--- src/common/cfgfw_pkg.sv ---
package cfgfw_pkg;

    // Table address space
    localparam logic [15:0] CFG_ADDR_BASE   = 16'hfe00;
    localparam logic [15:0] CFG_ADDR_HIGH   = 16'hfe08;
    localparam logic [15:0] CFG_ADDR_LAST   = 16'hfe0f;
    localparam logic [7:0]  LATCH_ALL_ONES  = 8'hff;

    // Fuse index (low nibble of the table address) per fuse bit
    localparam logic [3:0]  IDX_OSC_LO      = 4'h0;
    localparam logic [3:0]  IDX_OSC_HI      = 4'h1;
    localparam logic [3:0]  IDX_WDT_LO      = 4'h2;
    localparam logic [3:0]  IDX_WDT_HI      = 4'h3;
    localparam logic [3:0]  IDX_PM0         = 4'h4;
    localparam logic [3:0]  IDX_PM1         = 4'h6;
    localparam logic [3:0]  IDX_BOD         = 4'he;
    localparam logic [3:0]  IDX_PM2         = 4'hf;

    // Bit position of each fuse in the 16-bit configuration word
    localparam int POS_OSC_LO = 0;
    localparam int POS_OSC_HI = 1;
    localparam int POS_WDT_LO = 2;
    localparam int POS_WDT_HI = 3;
    localparam int POS_PM0    = 4;
    localparam int POS_PM1    = 6;
    localparam int POS_BOD    = 14;
    localparam int POS_PM2    = 15;

    // Unprogrammed fuse state
    localparam logic [7:0]  FUSE_RESET      = 8'hff;

    // Timers
    localparam int CLK_HZ          = 10_000_000;
    localparam int POWERUP_DELAY_TIMER_MS         = 96;
    localparam int POWERUP_DELAY_TIMER_CYCLES     = CLK_HZ / 1000 * POWERUP_DELAY_TIMER_MS;
    localparam int OST_TOSC        = 1024;
    localparam int OST_CYCLES      = OST_TOSC;

    // Processor mode encodings
    localparam logic [2:0] PM_MICROPROC = 3'h7;
    localparam logic [2:0] PM_MICROCTL  = 3'h6;
    localparam logic [2:0] PM_EXTMCU    = 3'h5;
    localparam logic [2:0] PM_PROTECTED = 3'h0;

    typedef enum logic [1:0] {
        CFGFW_LOW_POWER_CRYSTAL_MODE,
        CFGFW_RC_MODE,
        CFGFW_CRYSTAL_RESONATOR_MODE,
        CFGFW_EXTERNAL_CLOCK_MODE
    } cfgfw_osc_t;

    typedef enum logic [2:0] {
        CFGFW_MICROPROCESSOR,
        CFGFW_MICROCONTROLLER,
        CFGFW_EXT_MICROCONTROLLER,
        CFGFW_PROTECTED_MCU,
        CFGFW_MODE_UNDEFINED
    } cfgfw_mode_t;

    // Decoded settings
    typedef struct packed {
        cfgfw_mode_t mode;
        cfgfw_osc_t  osc;
        logic [1:0]  wdt_prescale;
        logic        wdt_enable;
        logic        brownout_enable;
    } cfgfw_settings_t;

    // Table read answer
    typedef struct packed {
        logic [7:0] table_latch_high;
        logic [7:0] table_latch_low;
    } cfgfw_latch_t;

endpackage : cfgfw_pkg

--- src/verilog/cfgfw_reset_timer.sv ---
`timescale 1ns/1ps
module cfgfw_reset_timer
    import cfgfw_pkg::*;
#(
    parameter int CYCLES = 16
)
(
    // Clock and reset
    input  wire logic clk_i,
    input  wire logic rst_i,
    input  wire logic ce_i,
    // Control
    input  wire logic start_i,
    output logic      busy_o
);
    localparam int CW = $clog2(CYCLES + 1);

    logic [CW-1:0] count_reg;
    logic [CW-1:0] count_next;

    // Reload on start, count down while enabled
    always_comb
    begin
        count_next = count_reg;
        if (start_i)
            count_next = CW'(CYCLES);
        else if (count_reg != '0)
            count_next = count_reg - CW'(1);
    end

    // Loaded at reset so the hold begins immediately
    always_ff @(posedge clk_i or posedge rst_i)
    begin
        if (rst_i)
            count_reg <= CW'(CYCLES);
        else if (ce_i)
            count_reg <= count_next;
    end

    assign busy_o = (count_reg != '0);

endmodule : cfgfw_reset_timer

--- src/verilog/cfgfw_top.sv ---
`timescale 1ns/1ps
module cfgfw_top
    import cfgfw_pkg::*;
#(
    parameter int POWERUP_DELAY_TIMER_LEN = cfgfw_pkg::POWERUP_DELAY_TIMER_CYCLES,
    parameter int OST_LEN  = cfgfw_pkg::OST_CYCLES
)
(
    // Clock, reset, enable
    input  wire logic                       MCLK_I,
    input  wire logic                       RST_I,
    input  wire logic                       CE_I,
    // Core table port
    input  wire logic [15:0]                TBL_ADDR_I,
    input  wire logic                       TABLE_READ_INSTR_I,
    input  wire logic                       TABLE_WRITE_INSTR_I,
    output logic                            TBL_HIT_O,
    output cfgfw_pkg::cfgfw_latch_t         TBL_LATCH_O,
    // Device programmer port
    input  wire logic [15:0]                PRG_ADDR_I,
    input  wire logic                       PRG_READ_I,
    input  wire logic                       PRG_WRITE_I,
    output cfgfw_pkg::cfgfw_latch_t         PRG_LATCH_O,
    // Reset hold and sleep
    input  wire logic                       MCLR_RESET_I,
    input  wire logic                       WDT_TIMEOUT_I,
    input  wire logic                       SLEEP_ENTER_I,
    input  wire logic                       INT_PENDING_I,
    output logic                            RESET_HOLD_O,
    output logic                            SLEEP_O,
    // Decoded configuration
    output cfgfw_pkg::cfgfw_settings_t      SETTINGS_O
);
    logic [15:0]     fuse_reg;
    logic [15:0]     fuse_next;
    cfgfw_latch_t    core_latch_reg;
    cfgfw_latch_t    core_latch_next;
    cfgfw_latch_t    prg_latch_reg;
    cfgfw_latch_t    prg_latch_next;
    logic            hit_reg;
    logic            hit_next;
    logic            sleep_reg;
    logic            sleep_next;
    logic            ost_wake_reg;
    logic            ost_wake_next;
    logic            powerup_delay_timer_busy;
    logic            ost_busy;
    logic            cfg_visible;
    logic            core_in_range;
    logic            ost_start;
    cfgfw_settings_t settings;

    // Fuse address window check
    function automatic logic in_cfg(input logic [15:0] a);
        in_cfg = (a >= CFG_ADDR_BASE) && (a <= CFG_ADDR_LAST);
    endfunction : in_cfg

    // Map a location index to its word position, or none
    function automatic logic [15:0] fuse_mask(input logic [3:0] idx);
        fuse_mask = 16'h0000;
        unique case (idx)
            IDX_OSC_LO: fuse_mask[POS_OSC_LO] = 1'b1;
            IDX_OSC_HI: fuse_mask[POS_OSC_HI] = 1'b1;
            IDX_WDT_LO: fuse_mask[POS_WDT_LO] = 1'b1;
            IDX_WDT_HI: fuse_mask[POS_WDT_HI] = 1'b1;
            IDX_PM0:    fuse_mask[POS_PM0]    = 1'b1;
            IDX_PM1:    fuse_mask[POS_PM1]    = 1'b1;
            IDX_BOD:    fuse_mask[POS_BOD]    = 1'b1;
            IDX_PM2:    fuse_mask[POS_PM2]    = 1'b1;
            default:    fuse_mask = 16'h0000;
        endcase
    endfunction : fuse_mask

    // Unmapped word bits forced high on read
    function automatic cfgfw_latch_t read_word(input logic [15:0] a,
                                               input logic [15:0] f);
        logic [15:0]  impl;
        logic [15:0]  word;
        cfgfw_latch_t res;
        impl = fuse_mask(IDX_OSC_LO) | fuse_mask(IDX_OSC_HI)
             | fuse_mask(IDX_WDT_LO) | fuse_mask(IDX_WDT_HI)
             | fuse_mask(IDX_PM0) | fuse_mask(IDX_PM1)
             | fuse_mask(IDX_BOD) | fuse_mask(IDX_PM2);
        word = f | ~impl;
        res.table_latch_high = LATCH_ALL_ONES;
        if (a >= CFG_ADDR_HIGH)
            res.table_latch_low = word[15:8];
        else
            res.table_latch_low = word[7:0];
        read_word = res;
    endfunction : read_word

    // Settings decode; watchdog only steerable by fuses
    always_comb
    begin
        unique case ({fuse_reg[POS_PM2], fuse_reg[POS_PM1],
                      fuse_reg[POS_PM0]})
            PM_MICROPROC: settings.mode = CFGFW_MICROPROCESSOR;
            PM_MICROCTL:  settings.mode = CFGFW_MICROCONTROLLER;
            PM_EXTMCU:    settings.mode = CFGFW_EXT_MICROCONTROLLER;
            PM_PROTECTED: settings.mode = CFGFW_PROTECTED_MCU;
            default:      settings.mode = CFGFW_MODE_UNDEFINED;
        endcase
        settings.osc = cfgfw_osc_t'({fuse_reg[POS_OSC_HI],
                                     fuse_reg[POS_OSC_LO]});
        settings.wdt_prescale = {fuse_reg[POS_WDT_HI], fuse_reg[POS_WDT_LO]};
        settings.wdt_enable = (settings.wdt_prescale != 2'b00);
        settings.brownout_enable = fuse_reg[POS_BOD];
    end

    // Visibility to the core depends on processor mode
    assign cfg_visible = (settings.mode == CFGFW_MICROCONTROLLER)
                      || (settings.mode == CFGFW_PROTECTED_MCU);
    assign core_in_range = cfg_visible && in_cfg(TBL_ADDR_I);

    // Fuses only ever clear; data value is ignored
    always_comb
    begin
        fuse_next = fuse_reg;
        if (TABLE_WRITE_INSTR_I && core_in_range)
            fuse_next = fuse_next & ~fuse_mask(TBL_ADDR_I[3:0]);
        if (PRG_WRITE_I && in_cfg(PRG_ADDR_I))
            fuse_next = fuse_next & ~fuse_mask(PRG_ADDR_I[3:0]);
    end

    // Table latches; other addresses leave them untouched here
    always_comb
    begin
        core_latch_next = core_latch_reg;
        prg_latch_next  = prg_latch_reg;
        hit_next        = 1'b0;
        if (TABLE_READ_INSTR_I && core_in_range)
        begin
            core_latch_next = read_word(TBL_ADDR_I, fuse_reg);
            hit_next        = 1'b1;
        end
        if (PRG_READ_I && in_cfg(PRG_ADDR_I))
            prg_latch_next = read_word(PRG_ADDR_I, fuse_reg);
    end

    // Sleep: interrupt, external reset or enabled watchdog timeout ends it here
    always_comb
    begin
        sleep_next    = sleep_reg;
        ost_wake_next = 1'b0;
        if (sleep_reg && (INT_PENDING_I || MCLR_RESET_I
                          || (WDT_TIMEOUT_I && settings.wdt_enable)))
        begin
            sleep_next    = 1'b0;
            ost_wake_next = 1'b1;
        end
        else if (SLEEP_ENTER_I && !RESET_HOLD_O)
            sleep_next = 1'b1;
    end

    // Fuses model the unprogrammed state at power-on only
    always_ff @(posedge MCLK_I or posedge RST_I)
    begin
        if (RST_I)
        begin
            fuse_reg       <= {FUSE_RESET, FUSE_RESET};
            core_latch_reg <= '1;
            prg_latch_reg  <= '1;
            hit_reg        <= 1'b0;
            sleep_reg      <= 1'b0;
            ost_wake_reg   <= 1'b0;
        end
        else if (CE_I)
        begin
            fuse_reg       <= fuse_next;
            core_latch_reg <= core_latch_next;
            prg_latch_reg  <= prg_latch_next;
            hit_reg        <= hit_next;
            sleep_reg      <= sleep_next;
            ost_wake_reg   <= ost_wake_next;
        end
    end

    // Power-up hold runs once after power-on reset
    cfgfw_reset_timer #(.CYCLES(POWERUP_DELAY_TIMER_LEN)) u_powerup_delay_timer (
        .clk_i   (MCLK_I),
        .rst_i   (RST_I),
        .ce_i    (CE_I),
        .start_i (1'b0),
        .busy_o  (powerup_delay_timer_busy)
    );

    // Start-up timer reruns on wake or external reset, crystal modes only
    assign ost_start = (ost_wake_reg || MCLR_RESET_I)
                    && ((settings.osc == CFGFW_CRYSTAL_RESONATOR_MODE)
                     || (settings.osc == CFGFW_LOW_POWER_CRYSTAL_MODE));

    cfgfw_reset_timer #(.CYCLES(OST_LEN)) u_ost (
        .clk_i   (MCLK_I),
        .rst_i   (RST_I),
        .ce_i    (CE_I),
        .start_i (ost_start),
        .busy_o  (ost_busy)
    );

    // Outputs
    assign RESET_HOLD_O = powerup_delay_timer_busy || ost_busy || MCLR_RESET_I;
    assign SLEEP_O      = sleep_reg;
    assign TBL_HIT_O    = hit_reg;
    assign TBL_LATCH_O  = core_latch_reg;
    assign PRG_LATCH_O  = prg_latch_reg;
    assign SETTINGS_O   = settings;

endmodule : cfgfw_top

--- config.mk ---
export PLATFORM = sky130hd
export DESIGN_NAME = cfgfw_top
export DESIGN_NICKNAME = d
export VERILOG_FILES = /design/src/common/cfgfw_pkg.sv /design/src/verilog/cfgfw_reset_timer.sv /design/src/verilog/cfgfw_top.sv
export SDC_FILE = /design/constraint.sdc
export NUM_CORES = 1
export LEC_CHECK = 0
export BUFFER_PORTS_ARGS = -buffer_cell sky130_fd_sc_hd__buf_2
export CORE_AREA = 4 4 83 85
export CTS_CLUSTER_DIAMETER = 120
export DETAILED_ROUTE_END_ITERATION = 10
export DIE_AREA = 0 0 87 89
export GPL_ROUTABILITY_DRIVEN = 0
export GPL_TIMING_DRIVEN = 0
export PLACE_DENSITY = 0.76
export SLEW_MARGIN = 20
export SYNTH_ARGS = -nofsm -noshare
export SYNTH_HDL_FRONTEND = slang
export SYNTH_SLANG_ARGS = --single-unit
--- constraint.sdc ---
create_clock -name MCLK_I -period 5.1 [get_ports MCLK_I]
set_clock_uncertainty 0.05 [all_clocks]
set_input_delay 0.765 -clock MCLK_I [delete_from_list [all_inputs] [get_ports MCLK_I]]
set_output_delay 0.765 -clock MCLK_I [all_outputs]
set_load 0.1 [all_outputs]
# Word level (Yosys, flattened, before mapping)
# Index checks and enable logic that the tools add are counted.
dict set report word_totals {
  reg_bits 66
  inputBits 43
  output_inout_bits 44
  elab_cells 120
}
dict set report classes {
  add_sub_neg 2
  n_lt_le_gt_ge 6
  eq_ne 20
  muxes 47
  n_bitwise 4
  reduce_logical 33
}
# operator n
set ops {}
lappend ops {{>= comparator 16 bit, second input constant} 4}
lappend ops {{two-way mux 1 bit} 38}
lappend ops {{bitwise AND 16 bit} 2}
lappend ops {{less-or-equal comparator 16 bit, second input constant} 2}
lappend ops {{two-way mux 16 bit} 2}
lappend ops {{inverter 16 bit} 2}
lappend ops {{two-way mux 11 bit} 2}
lappend ops {{nonzero test 20 bit} 1}
lappend ops {{subtractor 20 x 1 -> 20 bit, second input constant} 1}
lappend ops {{== test 4 x 2 -> 1 bit, second input constant} 4}
lappend ops {{== test 4 x 3 -> 1 bit, second input constant} 4}
lappend ops {{== test 4 bit, second input constant} 4}
lappend ops {{two-way mux 8 bit} 2}
lappend ops {{two-way mux 7 bit} 2}
lappend ops {{case mux 3 bit (4 select lines)} 1}
lappend ops {{logical AND 1 bit} 11}
lappend ops {{nonzero test 11 bit} 1}
lappend ops {{subtractor 11 x 1 -> 11 bit, second input constant} 1}
lappend ops {{AND reduction 2 bit} 5}
lappend ops {{== test 3 bit, second input constant} 3}
lappend ops {{== test 4 x 1 -> 1 bit, second input constant} 2}
lappend ops {{logical NOT 4 bit} 2}
lappend ops {{logical OR 1 bit} 7}
lappend ops {{nonzero test 2 bit} 3}
lappend ops {{other kinds (6)} 6}

# Depth between registers and ports, before layout
# Gate-level depths: netlist (run 1).
dict set report logic_depth {
  ltp_word 12
  depth_mapped 8
}

# Modules after synthesis
# Synthesis (run 1) repeated with hierarchy kept, for this count alone.
dict set report hier_totals {
  cells_unflattened 367
  area_unflattened_um2 3459.6
}
# module n_inst cells_each area_per_inst_um2
set by_module_without_submodules {}
lappend by_module_without_submodules {cfgfw_top 1 159 1585.3}
lappend by_module_without_submodules {{cfgfw_reset_timer at u_powerup_delay_timer} 1 138 1244.9}
lappend by_module_without_submodules {{cfgfw_reset_timer at u_ost} 1 70 629.4}

# Least setup slack after synthesis (run 1)
# OpenSTA, ideal clock, no wires.
dict set report synth_timing {
  path_type {register to output}
  start {reg fuse_reg[4]}
  end {out SETTINGS_O[8] in the netlist's numbering}
  arrival_time_ns 2.355
  required_ns 4.285
  path_slack_ns 1.930
  stages_incl_launch_ff 4
  cell_sequence {dfstp_2 -> clkbuf_1 -> nor2_1 -> xnor2_1}
}
# item line_no
set synth_lines {}
lappend synth_lines {{start, declared} cfgfw_top.sv:34} ;# logic [15:0] fuse_reg;
lappend synth_lines {{start signal, assigned} cfgfw_top.sv:161} ;# fuse_reg <= {FUSE_RESET, FUSE_RESET};
lappend synth_lines {{start signal, assigned} cfgfw_top.sv:170} ;# fuse_reg <= fuse_next;
lappend synth_lines {{end, declared} cfgfw_top.sv:32} ;# output cfgfw_pkg::cfgfw_settings_t SETTINGS_O

# Final worst setup path (run 1)
dict set report layout_timing {
  start {reg u_powerup_delay_timer.count_reg[3]}
  end {out RESET_HOLD_O}
}
dict set report layout_via {
  elab_chain_len 3
}
# item line_no
set layout_lines {}
lappend layout_lines {{start, declared} cfgfw_reset_timer.sv:18} ;# logic [CW-1:0] count_reg;
lappend layout_lines {{start signal, assigned} cfgfw_reset_timer.sv:35} ;# count_reg <= CW'(CYCLES);
lappend layout_lines {{start signal, assigned} cfgfw_reset_timer.sv:37} ;# count_reg <= count_next;
lappend layout_lines {{nonzero test 20 bit} cfgfw_reset_timer.sv:40} ;# assign busy_o = (count_reg != '0);
lappend layout_lines {{logical OR 1 bit (2 in series)} cfgfw_top.sv:202} ;# assign RESET_HOLD_O = powerup_delay_timer_busy || ost_busy || MCLR_RESET_I;
lappend layout_lines {{end, declared} cfgfw_top.sv:29} ;# output logic RESET_HOLD_O,
# Every way passes these cells.

==> flow_summary.json, run 1 <==
{
  "final_util_pct": 58.58,
  "post_cts_buffers": 0,
  "die_y_um": 89,
  "antenna_cells": 0,
  "h-tree-depth": 2,
  "coreArea_mm2": 0.006205,
  "final_cells": 488,
  "status": "complete, no violations",
  "cp_max_fo": 6,
  "syn_area_mm2": 0.003030,
  "vias": 2572,
  "cts.root.buffer_cell": "clkbuf_8",
  "synthArstFlopShare_pct": 100.0,
  "syn_area_per_cell_um2": 9.530,
  "finalInstanceArea_mm2": 0.003635,
  "cp.required_ns": 4.28,
  "cp.arrival_ns": 2.52,
  "synth_cells": 318,
  "wl_per_cell_um": 13.68,
  "period_needed_ns": 3.336,
  "p_per_area_mw_per_mm2": 345.7,
  "drc": 0,
  "initial_core_util_pct": 48.84,
  "synth_ff_type": "dfstp_2",
  "antenna_found_initial": 0,
  "ir_worst_vdd_v": 0.0001712,
  "grt_usage_pct": 18.10,
  "rrSetupSlack_ns": 2.76,
  "cts_max_path_buffers": 2,
  "rsz0062_at_grt": "false",
  "fp.dieW_um": 87,
  "dr.pass1.iters": 4,
  "synth_seq_cells": 56,
  "rows": 29,
  "ioPinCount": 87,
  "nets": 457,
  "preCtsSetupSlack_ns": 2.116,
  "critPathLaunchType": "flip-flop",
  "cts_inserted_buffers": 5,
  "cts_resized": 0,
  "fillerInstances": 551,
  "slew_violations": 0,
  "finalCritPeriodShare_pct": 65.42,
  "crit_chain": "or4_2 -> nor3_1 -> and2_1 -> clkbuf_1 -> nand2_1 -> buf_2",
  "grt_pass1_wl_um": 10960,
  "largest_reg_flops": 20,
  "setup_viol_count_final": 0,
  "cts_tree": "done",
  "hold_class": "reg -> reg",
  "clk-insertion-delay-late_ns": 0.31,
  "p_leak_nw": 1.729,
  "crit_type": "reg -> out",
  "ant_nets": 0,
  "dpl_cell_area_mm2": 0.003533,
  "yosys_warnings": 0,
  "multi_input_area_mm2": 0.001383,
  "syn2layout_area_growth_pct": 19.94,
  "max_stage_delay_ns": 0.72,
  "grt_pass1_vias": 2464,
  "yosys.cell_types.count": 48,
  "hold_buffers": 0,
  "vias_per_cell": 5.270,
  "grt_max_degree": 57,
  "maxCapViolCount": 0,
  "crit_slowest_cell": "or4_2",
  "critPathBufInv": 2,
  "max_clock_freq_mhz": 299.7,
  "dpl.cell_count": 480,
  "setup_ws_ns": 1.764,
  "hold_viol": 0,
  "endpoint_kind": "primary output",
  "max_slew_margin_pct": 55.75,
  "tns_ns": 0,
  "synth_edf_count": 0,
  "overflow": 0,
  "dp_hpwl_um": 5114,
  "dieArea_mm2": 0.007743,
  "portBuffers": 68,
  "crit_family": "simple AND/OR/NAND/NOR gates",
  "clk_pin_slew_worst_paths_ns": 0.10,
  "seq_area_frac_synth_pct": 47.48,
  "drive_gt1_share_pct": 35.28,
  "cts.sinks": 56,
  "worst_slew_pin_slew_ns": 0.6637,
  "drt_iter0_drc": 79,
  "routed_wl_um": 6676,
  "regArea_mm2": 0.001439
}
## cells in the final DEF, fill, tap and decap left out, drive strengths merged, types with 4 or more instances in the layout
cell type   n
and3        4
or4         8
conb       18
nand2      21
buf        94
nor3       11
xnor2      10
clkbuf     13
or3         7
a31oi       6
dfrtp      26
inv        18
nand3       7
nor4       10
o41ai       4
dfstp      30
xor2       19
a21oi       9
nor2       49
ha          4
o21ai      13
## per-stage QoR
stage               total power [mW]  hold WS [ns]
global placement              0.9803        0.4119
CTS                            1.264        0.4337
finish                         1.257        0.4273
floorplan                     0.9136        0.3954
detailed placement            0.9957        0.4168
global route                   1.341        0.4535
## power breakdown
| group | internal (mW) | switching (mW) |
|---|---|---|
| combinational | 0.139 | 0.205 |
| sequential | 0.548 | 0.0991 |
| clock | 0.127 | 0.138 |
| total | 0.814 | 0.442 |
## cell families after synthesis
| logic type | Yosys count | share of synthesized area, % |
|---|---|---|
| flip-flops | 56 | 47.48 |
| AND/OR/NAND/NOR | 132 | 23.08 |
| AO/OA/AOI/OAI | 44 | 9.249 |
| adder cells (fa/ha/maj) | 4 | 1.652 |
| buffers and inverters | 49 | 9.001 |
| multiplexers | 3 | 1.032 |
| other | 1 | 0.1237 |
| XOR/XNOR | 29 | 8.381 |
## layout make-up
class / instances / area share (%)
flip-flops and latches: 56 / 39.59
repair buffers: 68 / 9.363
well taps: 77 / 2.651
plain buffers: 31 / 5.645
multi-input cells: 230 / 38.04
clock buffers: 8 / 2.788
inverters: 18 / 1.928
## layer usage
layer	GRT usage, %	vias up	part of all wire, %
met2	30.02	82	49
met1	22.78	1230	43
met3	3.410	16	5.0
met5	0	-	0
li1	-	1244	-
met4	8.924	0	3.0
## synth_stat cells (2+ instances only)
library cell,instances,area (um2)
nor3_2,2,20.02
mux2i_1,2,20.02
a21o_1,2,15.01
or3_1,6,37.54
nor3_1,9,45.04
o31ai_1,2,15.01
a41oi_1,2,17.52
and3_1,4,25.02
clkbuf_1,5,18.77
o41ai_1,4,35.03
xor2_1,19,166.4
ha_1,4,50.05
buf_2,2,10.01
buf_4,23,172.7
nor4_1,8,50.05
or4_1,4,30.03
and4_1,3,26.28
or4_4,2,22.52
o21ai_0,13,65.06
a21oi_1,9,45.04
nand4_1,3,18.77
dfstp_2,30,788.3
a31oi_1,6,37.54
dfrtp_1,26,650.6
inv_1,18,67.56
xnor2_1,10,87.58
nand2_1,21,78.83
nand3_1,7,35.03
or4_2,2,17.52
nor4b_1,2,17.52
nor2_1,49,183.9
or2_2,3,18.77
## path summary, 6_finish.rpt
path	start	end	cells past startpoint
worst min-delay path	u_powerup_delay_timer.count_reg[16]	u_powerup_delay_timer.count_reg[16]	1
min in group asynchronous	RST_I	u_powerup_delay_timer.count_reg[8]	2
worst min register to register	u_powerup_delay_timer.count_reg[16]	u_powerup_delay_timer.count_reg[16]	1
max in group asynchronous	RST_I	TBL_HIT_O	2
worst max register to register	u_powerup_delay_timer.count_reg[3]	u_powerup_delay_timer.count_reg[7]	6
worst max-delay path	u_powerup_delay_timer.count_reg[3]	RESET_HOLD_O	6
Power figures use the tool's default switching activity.
==> run 2, diff against run 1 <==
ABC_AREA = 1   (was unset)
CORE_AREA = 4 4 91 93   (was 4 4 83 85)
DIE_AREA = 0 0 95 97   (was 0 0 87 89)
clock period = 2.68 ns   (was 5.1 ns; I/O delays follow)
==> run 2 against run 1 <==
Compared with the run above:
- register-to-register slack worse by 1.9 ns
- clock power is 83% higher
- combinational power grew to 4.2 times the previous value
- worst hold slack worse by 0.30 ns
- wire length is 23% higher
- sequential share of layout area is 5.6 points lower
- via count is 29% higher
- first-iteration DRC count is 75% higher
- flip-flop and latch count stayed put
- area after synthesis is 19% higher
- global-route usage is 0.88 points higher
- final area is 17% higher
- highest routed layer unchanged
==> flow_summary.json, run 2 <==
{
  "final_cell_mix": "124 x nand2_1, 74 x nor2_1, 69 x buf_2, 61 x inv_1, 30 x dfstp_2",
  "drc": 0,
  "slew_violations": 0,
  "die_y_um": 97,
  "grt_usage_pct": 18.98,
  "dp_hpwl_um": 6434,
  "hold_class": "in -> async",
  "critPathLaunchType": "flip-flop",
  "critPathBufInv": 3,
  "ioPinCount": 87,
  "maxCapViolCount": 0,
  "syn_area_per_cell_um2": 7.265,
  "dr.pass1.iters": 4,
  "finalCritPeriodShare_pct": 89.95,
  "syn_area_mm2": 0.003603,
  "clk-insertion-delay-late_ns": 0.31,
  "yosys.cell_types.count": 37,
  "max_stage_delay_ns": 0.42,
  "status": "complete, no violations",
  "cp.required_ns": 2.23,
  "nets": 635,
  "layout_commonest_cell": "nand2_1",
  "synth_edf_count": 0,
  "vias": 3312,
  "synth_area_leaders": "dfstp_2 22%, dfrtp_1 18%, nand2_1 13%, nor2_1 7.7%, inv_1 6.5%",
  "cp_max_fo": 3,
  "h-tree-depth": 2,
  "worst_slew_pin_slew_ns": 0.6523,
  "grt_max_degree": 57,
  "cp.arrival_ns": 1.96,
  "rows": 32,
  "crit_type": "reg -> out",
  "seq_area_frac_synth_pct": 39.93,
  "p_per_area_mw_per_mm2": 763.3,
  "cts.root.buffer_cell": "clkbuf_8",
  "initial_core_util_pct": 47.87,
  "synth_seq_cells": 56,
  "period_needed_ns": 2.411,
  "cts_max_path_buffers": 2,
  "overflow": 0,
  "synth.most_common_cell": "nand2_1",
  "setup_viol_count_final": 0,
  "drive_gt1_share_pct": 27.16,
  "rr_startpoint": "u_powerup_delay_timer.count_reg[0]",
  "cts.sinks": 56,
  "synth_ff_type": "dfstp_2",
  "cts_inserted_buffers": 5,
  "vias_per_cell": 4.793,
  "syn2layout_area_growth_pct": 17.57,
  "synth_top_area_share_pct": 21.88,
  "p_leak_nw": 2.213,
  "hold_buffers": 0,
  "synth_area_leader_cell": "dfstp_2",
  "yosys_warnings": 0,
  "largest_reg_flops": 20,
  "crit_slowest_cell": "dfrtp_1",
  "rrSetupSlack_ns": 0.88,
  "rsz0062_at_grt": "false",
  "routed_wl_um": 8191,
  "antenna_cells": 0,
  "cts_tree": "done",
  "synth_cells": 496,
  "final_util_pct": 56.28,
  "coreArea_mm2": 0.007527,
  "tns_ns": 0,
  "reg2reg_depth": 10,
  "synthTopCellsByCount": "124 x nand2_1, 74 x nor2_1, 62 x inv_1",
  "hold_viol": 0,
  "ant_nets": 0,
  "max_clock_freq_mhz": 414.8,
  "grt_pass1_vias": 3268,
  "max_slew_margin_pct": 56.51,
  "drt_iter0_drc": 138,
  "endpoint_kind": "primary output",
  "portBuffers": 68,
  "grt_pass1_wl_um": 14260,
  "antenna_found_initial": 0,
  "wl_per_cell_um": 11.85,
  "clk_pin_slew_worst_paths_ns": 0.11,
  "worstReg2RegEnd": "u_powerup_delay_timer.count_reg[2]",
  "ir_worst_vdd_v": 0.0002527,
  "worstSetupPathDepth": 8,
  "synthArstFlopShare_pct": 100.0,
  "crit_end": "RESET_HOLD_O",
  "crit_family": "simple AND/OR/NAND/NOR gates",
  "critPathLaunch": "u_powerup_delay_timer.count_reg[0]",
  "dieArea_mm2": 0.009215,
  "crit_chain": "inv_1 -> ha_1 -> inv_1 -> nor3_1 -> nand2_1 -> nor3_2 -> nand2_1 -> buf_2",
  "fp.dieW_um": 95
}
## run 2: worst min-delay path by stage
stage,end,depth (start not counted)
after floorplan,fuse_reg[14],2
after detailed placement,TBL_LATCH_O[0],2
after CTS,u_ost.count_reg[0],2
after global routing,u_powerup_delay_timer.count_reg[7],2
after global placement,TBL_LATCH_O[7],2
final,u_ost.count_reg[0],2
## run 2: through the flow
step	worst slack, ns	power [mW]	instance area (um2)	hold slack (ns)	instances
after global routing	0.1099	3.547	4237	0.1859	691
after CTS	0.1802	3.237	4232	0.1543	691
after detailed placement	0.5225	2.738	4138	0.4040	683
after global placement	0.1973	2.694	4135	0.4005	683
after floorplan	0.3471	2.444	3667	0.3947	513
final	0.2695	3.234	4237	0.1300	691
## run 2: layout make-up
cell class	count	area (um2)
Buffer	32	249.0
Clock buffer	5	68.82
Clock inverter	3	25.02
Fill cell	725	3291
Inverter	65	249.0
Multi-Input combinational cell	360	1738
Sequential cell	56	1439
Tap cell	102	127.6
Timing Repair Buffer	68	340.3
## run 2: worst reg2reg max path: stages (launching register included)
cell	delay, ns
dfrtp_1	0.42
inv_1	0.14
ha_1	0.17
inv_1	0.05
nor4_1	0.26
nand3_1	0.14
nand2_2	0.14
inv_4	0.08
buf_6	0.14
nand3_1	0.07
nand2_1	0.05
## run 2: repair_timing
action	CTS	global route
endpoints found under the setup margin	0	1
setup buffers	0	0
gates resized for setup	0	1
## run 2: cells by family after synthesis
family,Yosys count,synth area share (%)
flops,56,39.93
other cells,1,0.1041
buf+inv,97,13.75
compound gates,55,8.750
fa+ha+maj,4,1.389
xor+xnor,17,4.341
simple gates,266,31.74
## run 2: metal layers
| metal | vias up | share of wire (%) | routed length [um] | GRT usage [%] |
|---|---|---|---|---|
| met3 | 19 | 6.1 | 503 | 3.188 |
| met4 | 0 | 2.2 | 183 | 5.327 |
| met1 | 1471 | 44 | 3622 | 25.15 |
| met2 | 113 | 47 | 3881 | 31.67 |
| li1 | 1709 | - | - | - |
| met5 | - | 0 | 0 | 0 |
## run 2: power by group
group          switching (mW)  leakage [nW]  total, mW  internal (mW)
combinational           0.926          1.52       1.44          0.509
sequential              0.235         0.652       1.31           1.08
clock                   0.295        0.0452      0.486          0.191
total                    1.46          2.21       3.23           1.78
==> run 3, diff against run 2 <==
==> constraint.sdc (replaced) <==
create_clock -name MCLK_I -period 2.68 [get_ports MCLK_I]
set_clock_uncertainty 0.05 [all_clocks]
set_input_delay 0 -clock MCLK_I [delete_from_list [all_inputs] [get_ports MCLK_I]]
set_output_delay 0 -clock MCLK_I [all_outputs]
set_load 0.1 [all_outputs]
==> run 3 against run 2 <==
Compared with the run above:
- count of clock-buffer cells in the layout unchanged
- global-route usage up 0.18 points
- total power about the same
- via count grew 0.75%
- critical path type is now reg -> reg
- critical endpoint is now SLEEP_O
- largest cell class unchanged
- highest routed layer unchanged
==> flow_summary.json, run 3 (synthesis gave the netlist of run 2 again) <==
{
  "cts_max_path_buffers": 2,
  "reg2reg_depth": 9,
  "crit_slowest_cell": "dlygate4sd3_1",
  "coreArea_mm2": 0.007527,
  "overflow": 0,
  "p_per_area_mw_per_mm2": 747.1,
  "vias_per_cell": 4.760,
  "rrSetupSlack_ns": 0.41,
  "syn2layout_area_growth_pct": 20.21,
  "dr.pass1.iters": 4,
  "fp.dieW_um": 95,
  "wl_per_cell_um": 11.79,
  "period_needed_ns": 2.275,
  "layout_commonest_cell": "nand2_1",
  "rsz0062_at_grt": "false",
  "final_cell_mix": "124 x nand2_1, 74 x nor2_1, 69 x buf_2, 61 x inv_1, 30 x dfstp_2",
  "dp_hpwl_um": 6434,
  "die_y_um": 97,
  "hold_viol": 0,
  "drive_gt1_share_pct": 26.54,
  "grt_pass1_vias": 3306,
  "portBuffers": 68,
  "cp.arrival_ns": 2.46,
  "crit_chain": "inv_1 -> ha_1 -> inv_1 -> nor3_1 -> nand2_1 -> nor3_1 -> nand4_1 -> dlygate4sd3_1 -> a21boi_1",
  "p_leak_nw": 2.254,
  "ir_worst_vdd_v": 0.0002519,
  "tns_ns": 0,
  "cts_resized": 0,
  "grt_usage_pct": 19.16,
  "hold-path-endpoint": "fuse_reg[4]",
  "finalCritPeriodShare_pct": 84.87,
  "vias": 3337,
  "initial_core_util_pct": 47.87,
  "finalInstanceArea_mm2": 0.004332,
  "worstHoldPathCells": 5,
  "cts_tree": "done",
  "rows": 32,
  "drc": 0,
  "setup_viol_count_final": 0,
  "status": "complete, no violations",
  "slew_violations": 0,
  "fillerInstances": 714,
  "rr_startpoint": "u_powerup_delay_timer.count_reg[0]",
  "cts.root.buffer_cell": "clkbuf_8",
  "cts_inserted_buffers": 5,
  "max_slew_margin_pct": 56.63,
  "max_clock_freq_mhz": 439.6,
  "antenna_cells": 0,
  "clk_pin_slew_worst_paths_ns": 0.11,
  "hold_ws_ns": 0.03200,
  "drt_iter0_drc": 165,
  "ioPinCount": 87,
  "endpoint_kind": "flip-flop",
  "cts.sinks": 56,
  "antenna_found_initial": 0,
  "crit_family": "buffers and inverters",
  "grt_max_degree": 57,
  "hold_class": "in -> reg",
  "h-tree-depth": 2,
  "worst_slew_pin_slew_ns": 0.6505,
  "worstReg2RegEnd": "SLEEP_O",
  "critPathBufInv": 3,
  "dpl_cell_area_mm2": 0.004138,
  "max_stage_delay_ns": 0.59,
  "cp.required_ns": 2.87,
  "cp_max_fo": 3,
  "routed_wl_um": 8263,
  "crit_type": "reg -> reg",
  "critPathLaunchType": "flip-flop",
  "maxCapViolCount": 0,
  "ant_nets": 0,
  "min_from": "PRG_ADDR_I[1]",
  "largest_reg_flops": 20,
  "clk-insertion-delay-late_ns": 0.31,
  "grt_pass1_wl_um": 14390,
  "dieArea_mm2": 0.009215,
  "nets": 645
}
## run 3: power breakdown
group          total, mW  leakage (nW)  switching (mW)  internal, mW
clock network      0.485        0.0452           0.294         0.191
logic               1.44          1.56           0.922         0.517
registers           1.31         0.652           0.236          1.08
## run 3: metal layers
layer  track usage [%]  part of all wire (%)  up-vias
met5                 0                     0        -
met2             32.10                    48       90
li1                  -                     -     1725
met1             25.20                    44     1507
met3             3.188                   5.6       15
met4             5.549                   1.9        0
## run 3: worst reg2reg max path, delay by kind of cell, from the launching register on
| family | cells | cell delay [ns] |
|---|---|---|
| AND/OR/NAND/NOR | 4 | 0.64 |
| AO/OA/AOI/OAI | 1 | 0.15 |
| adder cells (fa/ha/maj) | 1 | 0.17 |
| flip-flops | 1 | 0.42 |
| buffers and inverters | 3 | 0.78 |
## run 3: how the worst max path moves through the flow
stage	start	to	slack, ns	cells past startpoint
finish	u_powerup_delay_timer.count_reg[0]	SLEEP_O	0.41	9
global route	u_powerup_delay_timer.count_reg[0]	SLEEP_O	0.23	9
CTS	u_powerup_delay_timer.count_reg[0]	SLEEP_O	0.40	9
detailed placement	u_powerup_delay_timer.count_reg[0]	u_powerup_delay_timer.count_reg[3]	0.89	10
global placement	RST_I	u_powerup_delay_timer.count_reg[0]	0.60	2
floorplan	fuse_reg[15]	fuse_reg[6]	0.37	7
## run 3: per-stage QoR
stage	setup WS (ns)	instances	util, %	total power [mW]
global route	0.2313	701	57.55	3.553
finish	0.4054	701	57.55	3.236
global placement	0.5993	683	54.94	2.694
detailed placement	0.8861	683	54.97	2.738
floorplan	0.3713	513	-	2.444
CTS	0.4033	701	57.55	3.245
## run 3: timing repair
| item | CTS | global route |
|---|---|---|
| setup buffers | 0 | 0 |
| endpoints found under the setup margin | 0 | 0 |
| hold buffers | 10 | 0 |
| hold endpoints to repair | 39 | 0 |
## run 3: layout make-up
class | count | area (um2) | share of cell area (%)
Clock buffer | 5 | 68.82 | 1.589
Buffer | 32 | 249.0 | 5.748
Clock inverter | 3 | 25.02 | 0.5777
Inverter | 65 | 249.0 | 5.748
Timing Repair Buffer | 78 | 440.4 | 10.17
Tap cell | 102 | 127.6 | 2.946
Multi-Input combinational cell | 360 | 1733 | 40.01
Sequential cell | 56 | 1439 | 33.22
